**src/include/tccat_defs.vh**
```
// timing constants and encodings for the type-c attach timing block
// assumes a 25 MHz core clock and a 1 ms tick derived from it
`ifndef TCCAT_DEFS_VH
`define TCCAT_DEFS_VH
// ==========================================
// clock and tick
`define TCCAT_CLK_KHZ 25000
`define TCCAT_TICK_CYC (`TCCAT_CLK_KHZ * 1)
// ==========================================
// intervals in milliseconds (ticks)
`define TCCAT_CC_DEB_MIN_MS 100
`define TCCAT_CC_DEB_MS 150
`define TCCAT_CLAMP_SWAP_MS 15
`define TCCAT_RD_DELAY_MS 2
`define TCCAT_ERR_REC_MS 25
`define TCCAT_ERR_REC_USE_MS 26
`define TCCAT_DRP_PERIOD_MS 76
`define TCCAT_DRP_SRC_MS 38
`define TCCAT_DRP_TRANS_MS 1
`define TCCAT_VCONN_ON_MS 2
`define TCCAT_VCONN_OFF_MS 35
`define TCCAT_SINK_ADJ_MS 60
`define TCCAT_VBUS_ON_MS 275
`define TCCAT_VBUS_OFF_MS 650
`define TCCAT_DCD_TMO_MS 800
`define TCCAT_BC_TMO_MS 200
// ==========================================
// input current limit, codes of 33.3 mA, 0 to 4.0 A
`define TCCAT_ILIM_W 7
`define TCCAT_ILIM_MAX 7'h78
`define TCCAT_ILIM_RST 7'h0F
// ==========================================
// port states
`define TCCAT_ST_UNATT 3'h0
`define TCCAT_ST_ATT_SRC 3'h1
`define TCCAT_ST_ATT_SNK 3'h2
`define TCCAT_ST_ERR_REC 3'h3
`define TCCAT_ST_DRP_WAIT 3'h4
// detection states
`define TCCAT_DT_IDLE 2'h0
`define TCCAT_DT_DCD 2'h1
`define TCCAT_DT_BC 2'h2
`define TCCAT_DT_DONE 2'h3
`endif

```
**src/logic/tccat_top.v**
```verilog
// type-c attach timing: cc debounce, drp toggle, vconn, recovery, dcd/bc
// assumes comparator inputs already synchronous to core_clk
`timescale 1ns/1ns
`default_nettype none
`include "tccat_defs.vh"
// Functional notes
// - cc change accepted after 100-200 ms stable
// - pull-down attached within 15 ms of clamp removal
// - error recovery held at least 25 ms
// - drp toggle period 50 to 100 ms
// - each role 30-70 percent of period
// - role switch completes within 1 ms
// - vconn on within 2 ms of vbus
// - vconn off within 35 ms detach/command
// - sink current updated within 60 ms
// - vbus on within 275 ms reference
// - vbus safe within 650 ms reference
// - current limit 0-4.0A, 33.3mA steps
// - current limit resets to 100-500mA default
// - charge only with input in window
// - dcd prebias, line change starts identification
// - dcd times out after 700-900 ms
// - bc state times out 180-220 ms
module tccat_top #(
  parameter TICK_CYC = `TCCAT_TICK_CYC
) (
  input wire core_clk,
  input wire rst,
  input wire drp_en, // dual-role toggling enabled
  input wire cc_partner_seen, // comparator: partner termination present
  input wire [1:0] cc_adv_level, // sink-side advertised current level
  input wire vbus_present, // vbus valid comparator
  input wire vbus_safe0v, // vbus below safe level
  input wire clamp_removed, // dead-battery clamp released
  input wire vconn_off_cmd, // host command pulse
  input wire [`TCCAT_ILIM_W-1:0] ilim_wr_data, // new current limit code
  input wire ilim_wr, // write strobe for current limit
  input wire charger_input_below_ovlo, // charger_input below input_overvoltage_lockout_level
  input wire charger_input_above_uvlo, // above input_undervoltage_level
  input wire charger_input_above_sys, // above input_to_system_threshold
  input wire dp_state, // data line comparators
  input wire dn_state,
  input wire bc_result, // detection produced a result
  input wire err_event, // request for error recovery
  output reg role_source, // advertised role, 1 = source
  output reg rd_connect, // sink pull-down attached
  output reg vconn_en, // vconn switch closed
  output reg vbus_src_en, // drive vbus as source
  output reg [1:0] sink_cur_level, // applied sink current level
  output reg [`TCCAT_ILIM_W-1:0] input_current_limit_setting,
  output reg charge_en, // charging allowed
  output reg dcd_prebias, // prebias data lines
  output reg identify_start, // one-cycle pulse, start port identification
  output reg dcd_timeout, // pulse
  output reg bc_timeout, // pulse
  output wire [2:0] port_state // current port state
);
  // ==========================================
  // shared millisecond tick
  reg [15:0] tdiv_q; // divider
  reg tick_q; // one-cycle tick
  always @(posedge core_clk) begin
    if (rst) begin
      tdiv_q <= 16'h0000;
      tick_q <= 1'b0;
    end else if (tdiv_q == TICK_CYC[15:0] - 16'h0001) begin
      tdiv_q <= 16'h0000;
      tick_q <= 1'b1;
    end else begin
      tdiv_q <= tdiv_q + 16'h0001;
      tick_q <= 1'b0;
    end
  end
  // ==========================================
  // cc debounce: restart on any change of the raw sample
  reg cc_last_q; // previous raw value
  reg cc_deb_q; // debounced attach
  reg deb_load; // restart debounce timer
  wire deb_exp; // debounce interval elapsed
  always @* begin
    deb_load = (cc_partner_seen != cc_last_q);
  end
  tccat_timer #(.W(10)) u_deb (
    .core_clk(core_clk), .rst(rst), .tick(tick_q), .load(deb_load),
    .load_val(10'd`TCCAT_CC_DEB_MS), .expired(deb_exp)
  );
  always @(posedge core_clk) begin
    if (rst) begin
      cc_last_q <= 1'b0;
      cc_deb_q <= 1'b0;
    end else begin
      cc_last_q <= cc_partner_seen;
      if (deb_exp && !deb_load)
        cc_deb_q <= cc_last_q;
    end
  end
  // ==========================================
  // port state machine with a single state timer
  reg [2:0] st_q; // port state
  reg st_load; // restart state timer
  reg [9:0] st_val; // value to load
  wire st_exp;
  reg [2:0] st_d;
  reg [1:0] adv_last_q; // last seen advertised level
  reg vcoff_pend_q; // vconn removal pending
  reg st_load_arm_q; // arms the toggle timer once after reset or when drp_en rises while unattached
  assign port_state = st_q;
  tccat_timer #(.W(10)) u_st (
    .core_clk(core_clk), .rst(rst), .tick(tick_q), .load(st_load),
    .load_val(st_val), .expired(st_exp)
  );
  // next state and timer reload
  always @* begin
    st_d = st_q;
    st_load = 1'b0;
    st_val = 10'd0;
    case (st_q)
      `TCCAT_ST_UNATT: begin
        if (err_event) begin
          st_d = `TCCAT_ST_ERR_REC;
          st_load = 1'b1;
          st_val = 10'd`TCCAT_ERR_REC_USE_MS;
        end else if (cc_deb_q && role_source) begin
          st_d = drp_en ? `TCCAT_ST_DRP_WAIT : `TCCAT_ST_ATT_SRC;
        end else if (cc_deb_q) begin
          st_d = `TCCAT_ST_ATT_SNK;
          st_load = 1'b1;
          st_val = 10'd`TCCAT_RD_DELAY_MS;
        end else if (drp_en && st_exp) begin
          // alternate halves of the toggle period
          st_load = 1'b1;
          st_val = role_source ? 10'd`TCCAT_DRP_SRC_MS : 10'd`TCCAT_DRP_SRC_MS;
        end else if (drp_en && !st_exp && !st_load_arm_q) begin
          st_load = 1'b1;
          st_val = 10'd`TCCAT_DRP_SRC_MS;
        end
      end
      `TCCAT_ST_DRP_WAIT, `TCCAT_ST_ATT_SRC: begin
        if (err_event) begin
          st_d = `TCCAT_ST_ERR_REC;
          st_load = 1'b1;
          st_val = 10'd`TCCAT_ERR_REC_USE_MS;
        end else if (!cc_deb_q) begin
          st_d = `TCCAT_ST_UNATT;
        end
      end
      `TCCAT_ST_ATT_SNK: begin
        if (err_event) begin
          st_d = `TCCAT_ST_ERR_REC;
          st_load = 1'b1;
          st_val = 10'd`TCCAT_ERR_REC_USE_MS;
        end else if (!cc_deb_q) begin
          st_d = `TCCAT_ST_UNATT;
        end
      end
      `TCCAT_ST_ERR_REC: begin
        if (st_exp)
          st_d = `TCCAT_ST_UNATT;
      end
      default: st_d = `TCCAT_ST_UNATT;
    endcase
  end
  // state, role and port outputs
  always @(posedge core_clk) begin
    if (rst) begin
      st_q <= `TCCAT_ST_UNATT;
      st_load_arm_q <= 1'b0;
      role_source <= 1'b0;
      rd_connect <= 1'b0;
      vconn_en <= 1'b0;
      vbus_src_en <= 1'b0;
      sink_cur_level <= 2'b00;
      adv_last_q <= 2'b00;
      vcoff_pend_q <= 1'b0;
    end else begin
      st_q <= st_d;
      st_load_arm_q <= (st_d == `TCCAT_ST_UNATT) && drp_en;
      // role flips in one cycle at the half-period boundary
      if (st_q == `TCCAT_ST_UNATT && drp_en && st_exp && !cc_deb_q)
        role_source <= ~role_source;
      else if (!drp_en && st_q == `TCCAT_ST_UNATT)
        role_source <= 1'b0;
      // pull-down follows clamp removal immediately when sinking
      rd_connect <= clamp_removed && !role_source;
      // vbus sourcing applied on the same edge that enters source attach or dual-role wait
      vbus_src_en <= (st_d == `TCCAT_ST_ATT_SRC) || (st_d == `TCCAT_ST_DRP_WAIT);
      // vconn closes as soon as vbus is seen in dual-role wait
      if (st_q == `TCCAT_ST_DRP_WAIT && vbus_present && !vcoff_pend_q)
        vconn_en <= 1'b1;
      // detach or host command opens vconn on the next edge
      if (vconn_off_cmd || st_d == `TCCAT_ST_UNATT || st_d == `TCCAT_ST_ERR_REC) begin
        vconn_en <= 1'b0;
        vcoff_pend_q <= vconn_off_cmd;
      end else if (st_d != `TCCAT_ST_DRP_WAIT) begin
        vcoff_pend_q <= 1'b0;
      end
      // sink current tracks the advertised level within two cycles
      adv_last_q <= cc_adv_level;
      if (st_q == `TCCAT_ST_ATT_SNK)
        sink_cur_level <= adv_last_q;
      else
        sink_cur_level <= 2'b00;
    end
  end
  // ==========================================
  // input current limit and charge enable
  always @(posedge core_clk) begin
    if (rst) begin
      input_current_limit_setting <= `TCCAT_ILIM_RST;
      charge_en <= 1'b0;
    end else begin
      if (ilim_wr)
        input_current_limit_setting <= (ilim_wr_data > `TCCAT_ILIM_MAX) ?
          `TCCAT_ILIM_MAX : ilim_wr_data;
      charge_en <= charger_input_below_ovlo && charger_input_above_uvlo && charger_input_above_sys;
    end
  end
  // ==========================================
  // data contact detection and charger detection timeouts
  reg [1:0] dt_q; // detection state
  reg [1:0] dl_last_q; // previous data-line sample
  reg [9:0] dt_cnt_q; // ms counter for detection
  always @(posedge core_clk) begin
    if (rst) begin
      dt_q <= `TCCAT_DT_IDLE;
      dl_last_q <= 2'b00;
      dt_cnt_q <= 10'd0;
      dcd_prebias <= 1'b0;
      identify_start <= 1'b0;
      dcd_timeout <= 1'b0;
      bc_timeout <= 1'b0;
    end else begin
      identify_start <= 1'b0;
      dcd_timeout <= 1'b0;
      bc_timeout <= 1'b0;
      dl_last_q <= {dp_state, dn_state};
      if (tick_q)
        dt_cnt_q <= dt_cnt_q + 10'd1;
      case (dt_q)
        `TCCAT_DT_IDLE: begin
          if (vbus_present && st_q == `TCCAT_ST_ATT_SNK) begin
            dt_q <= `TCCAT_DT_DCD;
            dcd_prebias <= 1'b1;
            dt_cnt_q <= 10'd0;
          end
        end
        `TCCAT_DT_DCD: begin
          if ({dp_state, dn_state} != dl_last_q) begin
            dt_q <= `TCCAT_DT_BC;
            dcd_prebias <= 1'b0;
            identify_start <= 1'b1;
            dt_cnt_q <= 10'd0;
          end else if (dt_cnt_q >= 10'd`TCCAT_DCD_TMO_MS) begin
            dt_q <= `TCCAT_DT_BC;
            dcd_prebias <= 1'b0;
            dcd_timeout <= 1'b1;
            identify_start <= 1'b1;
            dt_cnt_q <= 10'd0;
          end
        end
        `TCCAT_DT_BC: begin
          if (bc_result) begin
            dt_q <= `TCCAT_DT_DONE;
          end else if (dt_cnt_q >= 10'd`TCCAT_BC_TMO_MS) begin
            dt_q <= `TCCAT_DT_DONE;
            bc_timeout <= 1'b1;
          end
        end
        `TCCAT_DT_DONE: begin
          if (!vbus_present)
            dt_q <= `TCCAT_DT_IDLE;
        end
        default: dt_q <= `TCCAT_DT_IDLE;
      endcase
    end
  end
endmodule // tccat_top
`default_nettype wire

```
**src/logic/tccat_timer.v**
```verilog
// down-counting interval timer advanced by the shared millisecond tick
// assumes tick is a one-cycle pulse from the parent
`timescale 1ns/1ns
`default_nettype none
module tccat_timer #(
  parameter W = 10
) (
  input wire core_clk,
  input wire rst,
  input wire tick,
  input wire load,
  input wire [W-1:0] load_val,
  output wire expired
);
  reg [W-1:0] cnt_q; // ticks remaining
  reg run_q; // timer armed
  // ==========================================
  // counter: load restarts, tick counts down
  always @(posedge core_clk) begin
    if (rst) begin
      cnt_q <= {W{1'b0}};
      run_q <= 1'b0;
    end else if (load) begin
      cnt_q <= load_val;
      run_q <= 1'b1;
    end else if (run_q && tick && cnt_q != {W{1'b0}}) begin
      cnt_q <= cnt_q - {{(W-1){1'b0}}, 1'b1};
    end
  end
  assign expired = run_q && (cnt_q == {W{1'b0}});
endmodule // tccat_timer
`default_nettype wire

```
**config.mk**
```make
export PLATFORM = sky130hd
export DESIGN_NAME = tccat_top
export DESIGN_NICKNAME = d
export VERILOG_FILES = /design/src/logic/tccat_top.v /design/src/logic/tccat_timer.v
export VERILOG_INCLUDE_DIRS = /design/src /design/src/include
export SDC_FILE = /design/constraint.sdc
export NUM_CORES = 1
export LEC_CHECK = 0
export BUFFER_PORTS_ARGS = -buffer_cell sky130_fd_sc_hd__buf_2
export CORE_MARGIN = 2
export CORE_UTILIZATION = 35
export CTS_BUF_LIST = sky130_fd_sc_hd__clkbuf_4
export DETAILED_ROUTE_END_ITERATION = 8
export PLACE_DENSITY_LB_ADDON = 0.12
export SLEW_MARGIN = 20
export SYNTH_ARGS = -nofsm -noshare
export SYNTH_HDL_FRONTEND = slang
export SYNTH_SLANG_ARGS = --single-unit
```
**constraint.sdc**
```tcl
create_clock -name core_clk -period 3.71 [get_ports core_clk]
set_input_delay 0.1855 -clock core_clk [delete_from_list [all_inputs] [get_ports core_clk]]
set_output_delay 0.1855 -clock core_clk [all_outputs]
set_load 0.01 [all_outputs]
```
==> results of run 1 <==
## area by class of cell
| cell class | count | area, sq um |
|---|---|---|
| Inverter | 18 | 67.56 |
| Clock buffer | 10 | 75.07 |
| Fill cell | 1045 | 5672 |
| Clock inverter | 5 | 48.80 |
| Sequential cell | 80 | 1602 |
| Multi-Input combinational cell | 282 | 1821 |
| Timing Repair Buffer | 59 | 367.9 |
| Tap cell | 133 | 166.4 |
## state kept, by name (all words and copies together) (netlist names), 2 cells and up
name                         cells
dt_cnt_q                        10
adv_last_q                       2
dt_q                             2
u_deb.cnt_q                     10
sink_cur_level                   2
dl_last_q                        2
port_state                       3
tdiv_q                          16
input_current_limit_setting      7
u_st.cnt_q                      10
## cell usage after synthesis (4+ instances only)
cell	instances	area [sq um]
dfxtp_1	80	1602
nor2_1	57	214.0
nand2_1	30	112.6
a21oi_1	21	105.1
xor2_1	20	175.2
inv_1	18	67.56
nor3_1	14	70.07
xnor2_1	14	122.6
o21ai_0	12	60.06
clkbuf_1	10	37.54
ha_1	10	125.1
nand3_1	8	40.04
and3_1	7	43.79
mux2i_1	6	60.06
nand4_1	6	37.54
nor2b_1	6	37.54
and2_1	5	31.28
nor4_1	5	31.28
or3_1	5	31.28
or4_1	5	37.54
a31oi_1	4	25.02
nor4b_1	4	35.03
## metrics by stage
stage	setup WS (ns)	hold WS (ns)	power [mW]	area [sq um]	utilization, %
floorplan	1.713	0.2616	1.169	3556	-
global placement	1.395	0.3733	1.246	3884	39.55
detailed placement	1.343	0.3769	1.253	3884	39.55
CTS	1.317	0.001460	1.761	4138	42.14
global route	1.121	0.01132	1.840	4148	42.24
finish	1.359	0.03767	1.731	4148	42.24
## worst min-delay path by stage
stage	end	slack [ns]	cells past startpoint
6_report	input_current_limit_setting[4]$_SDFFE_PP0P_	0.04	3
5_1_grt	charge_en$_SDFF_PP0_	0.01	2
4_1_cts	input_current_limit_setting[5]$_SDFFE_PP0P_	0.001	3
3_5_place_dp	vconn_en$_SDFFE_PP0P_	0.38	2
3_3_place_gp	vconn_en$_SDFFE_PP0P_	0.37	2
2_1_floorplan	vconn_en$_SDFFE_PP0P_	0.26	1
## layout by cell type, fill, tap and decap left out, types with 4 or more instances in the layout
cell type      netlist  layout
buf_2                2      44
mux2i_1              6       6
dlygate4sd3_1        0      14
nor2_1              57      57
or4_1                5       5
dfxtp_1             80      80
xnor2_1             14      14
or3_1                5       5
nor4_1               5       5
nor3_1              14      14
inv_1               18      18
nor2b_1              6       6
nand3_1              8       8
nor4b_1              4       4
nand2_1             30      30
clkbuf_4             0      10
nand4_1              6       6
and3_1               7       7
a31oi_1              4       4
xor2_1              20      20
o21ai_0             12      12
a21oi_1             21      21
and2_1               5       5
ha_1                10      10
## layer usage
| metal | vias to the layer above | wire length [um] | share of wire, % | track usage (%) |
|---|---|---|---|---|
| met2 | 31 | 3415 | 46 | 22.68 |
| met1 | 1315 | 3789 | 51 | 18.37 |
| li1 | 1494 | - | - | - |
| met4 | 0 | 85 | 1.1 | 6.000 |
| met5 | - | 0 | 0 | 0 |
| met3 | 7 | 167 | 2.2 | 3.057 |
## cells by family (layout without fill, tap and decap cells)
kind of cell / after synthesis / in the layout
AOI/OAI and AO/OA: 62 / 62
xor gates and xnor gates: 34 / 34
adders and majority gates: 11 / 11
buffers and inverters: 32 / 92
DFF: 80 / 80
muxes: 7 / 7
and+or+nand+nor: 168 / 168
## critical path: stages (launching register included)
cell and delay [ns]:
dfxtp_1 0.35, inv_1 0.10, ha_1 0.14, nor4b_2 0.39, nand4_2 0.21, and3_4 0.23
a211oi_4 0.48, o22a_1 0.24, o221a_1 0.16
## power groups by stage
stage | Combinational, mW | Sequential, mW | Clock, mW
after floorplan | 0.208 | 0.961 | 0
after global placement | 0.282 | 0.964 | 0
after detailed placement | 0.289 | 0.964 | 0
after CTS | 0.300 | 0.945 | 0.516
after global routing | 0.336 | 0.952 | 0.552
final | 0.299 | 0.945 | 0.487
==> flow_summary.rst, run 1 <==
.. list-table::
   :header-rows: 1

   * - Metric
     - Value
   * - Reg2reg setup slack
     - 1.36 ns
   * - Starting density of the core
     - 36.21%
   * - Root Buffer Master
     - clkbuf_4
   * - Upper clock frequency limit
     - 425.3 MHz
   * - Die height
     - 104.8 um
   * - Maximum number of pins on one net before global-route repair
     - 35
   * - Num Clock Sinks
     - 80
   * - CTS tree
     - yes
   * - Post-synthesis instance area
     - ~0.0036 sq mm
   * - Min cycle time layout
     - 2.351 ns
   * - Half-perimeter wire length after placement
     - about 5.1 mm
   * - Maximum Capacitance Violations
     - 0
   * - Clock skew
     - 0.01426 ns
   * - Die ar.
     - 0.01098 sq mm
   * - Number of warnings printed during yosys synthesis
     - 0
   * - Insertion delay to the later sink of the worst-skew pair
     - 0.41 ns
   * - Peak supply drop
     - around 0.15 mV
   * - Average size of a mapped cell
     - 9.025 sq um
   * - TritonRoute pass-1 iters
     - 6
   * - Startpoint types
     - register
   * - Antenna fix cells
     - 0
   * - Endpoint required time on the critical path
     - 4.07 ns
   * - Syn-to-layout area delta
     - 16.64%
   * - Final cell count without fillers
     - just under 600
   * - Placed insts
     - 558
   * - Final setup violation count
     - 0
   * - Fraction of power consumed by the clock network
     - roughly 28%
   * - Area inside the core boundary
     - 0.009819 sq mm
   * - Number of flops mapped to enable cells by yosys
     - 0
   * - Max transition margin
     - 53.27%
   * - CP Capture Point
     - u_st.cnt_q[2]$_SDFFE_PP0P_
   * - Internal Dissipation
     - ~1.2 mW
   * - Reg2Reg Depth
     - 8
   * - Final net count
     - 485
   * - Proportion of register bits with asynchronous set or reset after synthesis
     - 0%
   * - Power per cell area
     - ~420 mW/mm^2
   * - Setup repair after global routing missed its margin
     - false
   * - Multiplexer area fraction after synthesis
     - 2.006%
   * - Hold Path Class
     - in2reg
   * - Nature of the critical path endpoint
     - register
   * - Deepest level of the CTS H-tree
     - 3
   * - Transition time at the pin with the least slew margin
     - approximately 0.70 ns
   * - Fraction of power spent switching nets
     - 28.67%
   * - Register area share after synthesis
     - 45.04%
   * - Count of nets left with antenna violations after detail routing
     - 0
   * - Routed wire per std cell
     - about 13 um
   * - IO Port Bufs
     - between 40 and 50
   * - Setup Fix Bufs, Post-CTS
     - 0
   * - Clock-pin slew on the worst setup and hold paths
     - 0.12 ns
   * - Vias in the first global route
     - 2686
   * - Capture point of the worst reg-to-reg path
     - u_st.cnt_q[2]$_SDFFE_PP0P_
   * - Adder-cell share of the synthesized area
     - approximately 3.8%
   * - Number of top-level design ports
     - 46
   * - Final-report max-slew violation count
     - 0
   * - Reg2Reg Launch Point
     - u_st.cnt_q[0]$_SDFFE_PP0P_
   * - Routed wire length
     - 7.457 mm
   * - Beginning of the critical path
     - u_st.cnt_q[0]$_SDFFE_PP0P_
   * - Sequential cell fraction of total power
     - between 50% and 60%
   * - Overall fraction of global-route tracks in use
     - 14.15%
   * - Die span in x
     - approximately 100 um
   * - Run status
     - finished clean
   * - Nets in the synthesized netlist
     - 429
   * - Gp weighted congestion
     - 0.7600
   * - Count of hold-fix buffers inserted at cts
     - 13
   * - Post-synthesis compound-gate area fraction
     - 12.32%
   * - Post-CTS resize count
     - 0
   * - 1st-iter DRT viols
     - 100
   * - First-pass GRT wire length
     - about 13 mm
   * - Static Leak
     - 1.619 nW
   * - Critical path class
     - reg2reg
   * - Maximum fanout encountered on the critical timing path
     - 11
   * - Share of the clock period used by the worst path after layout
     - between 60% and 70%
   * - Antenna violations before repair
     - 0
   * - Post-synthesis instance total
     - 394
   * - Primary FF master, synth
     - dfxtp_1
   * - Relative contribution of combinational cells to total power
     - 17.3%
   * - Total global routing overflow
     - 0
   * - Vias after detailed routing
     - 2847
   * - Number of rows created at floorplan
     - 36
   * - Post-route setup TNS
     - 0 ns
   * - Combinational family with the most area after synthesis
     - simple AND/OR/NAND/NOR gates
   * - Final Hold Violating Endpoints
     - 0
   * - Number of clock buffers inserted by TritonCTS
     - 9
   * - Number of register bits inferred by synthesis
     - 80
   * - Data arrival time of the worst path
     - about 2.7 ns
   * - Distinct cells, synth
     - between 50 and 60
   * - Routed vias/inst
     - 4.850
   * - Simple-gate share of the synthesized area
     - 24.70%
   * - Start point of the worst hold path
     - ilim_wr_data[4]
   * - Reported net switching power
     - between 0.4 and 0.5 mW
   * - DRC errors left
     - 0
   * - Proportion of layout cells with a drive suffix above 1
     - 15.86%
   * - Number of buffers on the longest clock path
     - 2
   * - Synthesized-area fraction occupied by xor and xnor cells
     - 8.374%
No activity file was read; power rests on OpenSTA's default activity.
==> run 2, diff against run 1 <==
clock period = 2.1 ns   (was 3.71 ns; I/O delays follow)
==> flow_summary.rst, run 2 (synthesized netlist as in run 1, its figures left out) <==
.. list-table::
   :header-rows: 1

   * - Metric
     - Value
   * - Final cell area excluding filler cells
     - 0.004439 sq mm (was 0.004148 sq mm)
   * - Area inside the core boundary
     - 0.009819 sq mm (unchanged)
   * - Num Clock Sinks
     - 80 (unchanged)
   * - Clock-pin slew on the worst setup and hold paths
     - 0.14 ns (was 0.12 ns)
   * - Gp weighted congestion
     - 0.7746 (was 0.7600)
   * - Routed wire length
     - 7.716 mm (was 7.457 mm)
   * - Post-route setup TNS
     - 0 ns (unchanged)
   * - Insertion delay to the later sink of the worst-skew pair
     - 0.43 ns (was 0.41 ns)
   * - CP peak stage delay
     - 0.35 ns (was 0.48 ns)
   * - Total area of multi-input combinational cells
     - 0.001848 sq mm (was 0.001821 sq mm)
   * - Total Power Consumption
     - 3.064 mW (was 1.731 mW)
   * - Nature of the critical path endpoint
     - register (unchanged)
   * - Half-perimeter wire length after placement
     - 5.435 mm (was 5.114 mm)
   * - Placement Setup Slack
     - -0.02044 ns (was 1.343 ns)
   * - Peak supply drop
     - 0.2709 mV (was 0.1519 mV)
   * - Kind of cell adding the most delay to the critical path
     - simple AND/OR/NAND/NOR gates (was compound AO/OA/AOI/OAI gates)
   * - Total global routing overflow
     - 0 (unchanged)
   * - Number of fill cells
     - 1007 (was 1045)
   * - Hold Path Class
     - in2reg (unchanged)
   * - Max transition margin
     - 65.44% (was 53.27%)
   * - Min cycle time layout
     - 1.996 ns (was 2.351 ns)
   * - Most frequent cells in the layout
     - dfxtp_1, nor2_1, buf_2 (unchanged)
   * - 1st-iter DRT viols
     - 65 (was 100)
   * - Startpoint types
     - register (unchanged)
   * - Final net count
     - 514 (was 485)
   * - Overall fraction of global-route tracks in use
     - 14.70% (was 14.15%)
   * - Vias after detailed routing
     - 2973 (was 2847)
   * - Worst-path cell chain
     - inv_2 > ha_4 > nor4b_4 > nand4_2 > and3_4 > a211oi_4 > buf_12 > a31oi_2 > o221a_1 (was inv_1 > ha_1 > nor4b_2 > nand4_2 > and3_4 > a211oi_4 > o22a_1 > o221a_1)
   * - IO Port Bufs
     - 44 (unchanged)
   * - Maximum fanout encountered on the critical timing path
     - 6 (was 11)
   * - First-pass GRT wire length
     - 13.13 mm (was 12.60 mm)
   * - Die span in x
     - 104.8 um (unchanged)
   * - Starting density of the core
     - 36.21% (unchanged)
   * - Root Buffer Master
     - clkbuf_4 (unchanged)
   * - Final Hold Violating Endpoints
     - 0 (unchanged)
   * - Critical path class
     - reg2reg (unchanged)
   * - Setup Fix Bufs, Post-CTS
     - 0 (unchanged)
   * - Routed wire per std cell
     - 12.51 um (was 12.70 um)
   * - Placed insts
     - 578 (was 558)
   * - Antenna fix cells
     - 0 (unchanged)
   * - Antenna violations before repair
     - 0 (unchanged)
   * - Leading cell type in the layout, fill and taps excluded
     - dfxtp_1 (unchanged)
   * - Slowest cell on the critical path
     - dfxtp_2 (was a211oi_4)
   * - Number of clock buffers inserted by TritonCTS
     - 9 (unchanged)
   * - Placed instance area
     - 0.004046 sq mm (was 0.003884 sq mm)
   * - TritonRoute pass-1 iters
     - 4 (was 6)
   * - Die ar.
     - 0.01098 sq mm (unchanged)
   * - Maximum number of pins on one net before global-route repair
     - 22 (was 35)
   * - Endpoint required time on the critical path
     - 2.43 ns (was 4.07 ns)
   * - Final-report max-slew violation count
     - 0 (unchanged)
   * - Transition time at the pin with the least slew margin
     - 0.5112 ns (was 0.7009 ns)
   * - Share of the clock period used by the worst path after layout
     - 95.03% (was 63.37%)
   * - Routed vias/inst
     - 4.818 (was 4.850)
   * - Number of rows created at floorplan
     - 36 (unchanged)
   * - Upper clock frequency limit
     - 501.1 MHz (was 425.3 MHz)
   * - DRC errors left
     - 0 (unchanged)
   * - Final setup violation count
     - 0 (unchanged)
   * - Run status
     - finished clean (unchanged)
   * - Power per cell area
     - 690.3 mW/mm^2 (was 417.3 mW/mm^2)
   * - Setup repair after global routing missed its margin
     - false (unchanged)
   * - Top register by number of flip-flops
     - tdiv_q (unchanged)
   * - Die height
     - 104.8 um (unchanged)
   * - Maximum Capacitance Violations
     - 0 (unchanged)
   * - Number of top-level design ports
     - 46 (unchanged)
   * - Largest register FFs
     - 16 (unchanged)
   * - Proportion of layout cells with a drive suffix above 1
     - 21.49% (was 15.86%)
   * - Data arrival time of the worst path
     - 2.32 ns (was 2.71 ns)
   * - Vias in the first global route
     - 2865 (was 2686)
   * - CTS tree
     - yes (unchanged)
   * - Storage cell area
     - 0.001605 sq mm (was 0.001602 sq mm)
   * - Clock skew
     - 0.01644 ns (was 0.01426 ns)
   * - Bufs and invs on worst path
     - 2 (was 1)
   * - Syn-to-layout area delta
     - 24.84% (was 16.64%)
   * - Setup ws final
     - 0.1043 ns (was 1.359 ns)
   * - Number of buffers on the longest clock path
     - 2 (unchanged)
   * - Deepest level of the CTS H-tree
     - 3 (unchanged)
   * - Final cell count without fillers
     - 617 (was 587)
   * - Count of nets left with antenna violations after detail routing
     - 0 (unchanged)
   * - Static Leak
     - 1.772 nW (was 1.619 nW)
## run 2: worst paths after layout
kind                            cells past startpoint  slack (ns)                       start                                     endpoint
worst max register to register                      9        0.10  u_st.cnt_q[1]$_SDFFE_PP0P_                   u_st.cnt_q[2]$_SDFFE_PP0P_
worst max-delay path                                9        0.10  u_st.cnt_q[1]$_SDFFE_PP0P_                   u_st.cnt_q[2]$_SDFFE_PP0P_
worst min-delay path                                2        0.03                         rst  input_current_limit_setting[4]$_SDFFE_PP0P_
worst min register to register                      1        0.45    adv_last_q[0]$_SDFF_PP0_                 sink_cur_level[0]$_SDFF_PP0_
## run 2: area by class of cell
type / instances / share of cell area, %
well taps: 133 / 3.749
multi-input cells: 282 / 41.63
clock buffers: 9 / 1.522
flip-flops and latches: 80 / 36.16
clock inverters: 7 / 1.099
inverters: 18 / 1.522
repair buffers: 88 / 14.32
## run 2: per-layer routing
layer	routed length [um]	vias up	GRT usage, %	part of all wire (%)
met5	0	-	0	0
met4	152	0	5.619	2.0
met3	204	14	3.431	2.6
met2	3689	35	24.26	48
met1	3670	1375	18.58	48
li1	-	1549	-	-
## run 2: what timing repair did
action / 4_1_cts / 5_1_grt
pin swaps: 0 / 5
endpoints found under the hold margin: 18 / 0
cloned: 0 / 1
gates resized for setup: 2 / 8
endpoints found under the setup margin: 8 / 10
hold buffers: 22 / 0
## run 2: stage by stage
stage	hold WS, ns	utilization [%]
final	0.03126	45.21
after floorplan	0.1811	-
after CTS	0.002486	44.72
after global placement	0.2922	41.21
after global routing	0.01420	45.21
after detailed placement	0.2917	41.21
## run 2: power by group
group	internal, mW	total (mW)	switching, mW
logic	0.288	0.611	0.322
clock network	0.239	0.785	0.545
registers	1.60	1.67	0.0708
total	2.13	3.06	0.938
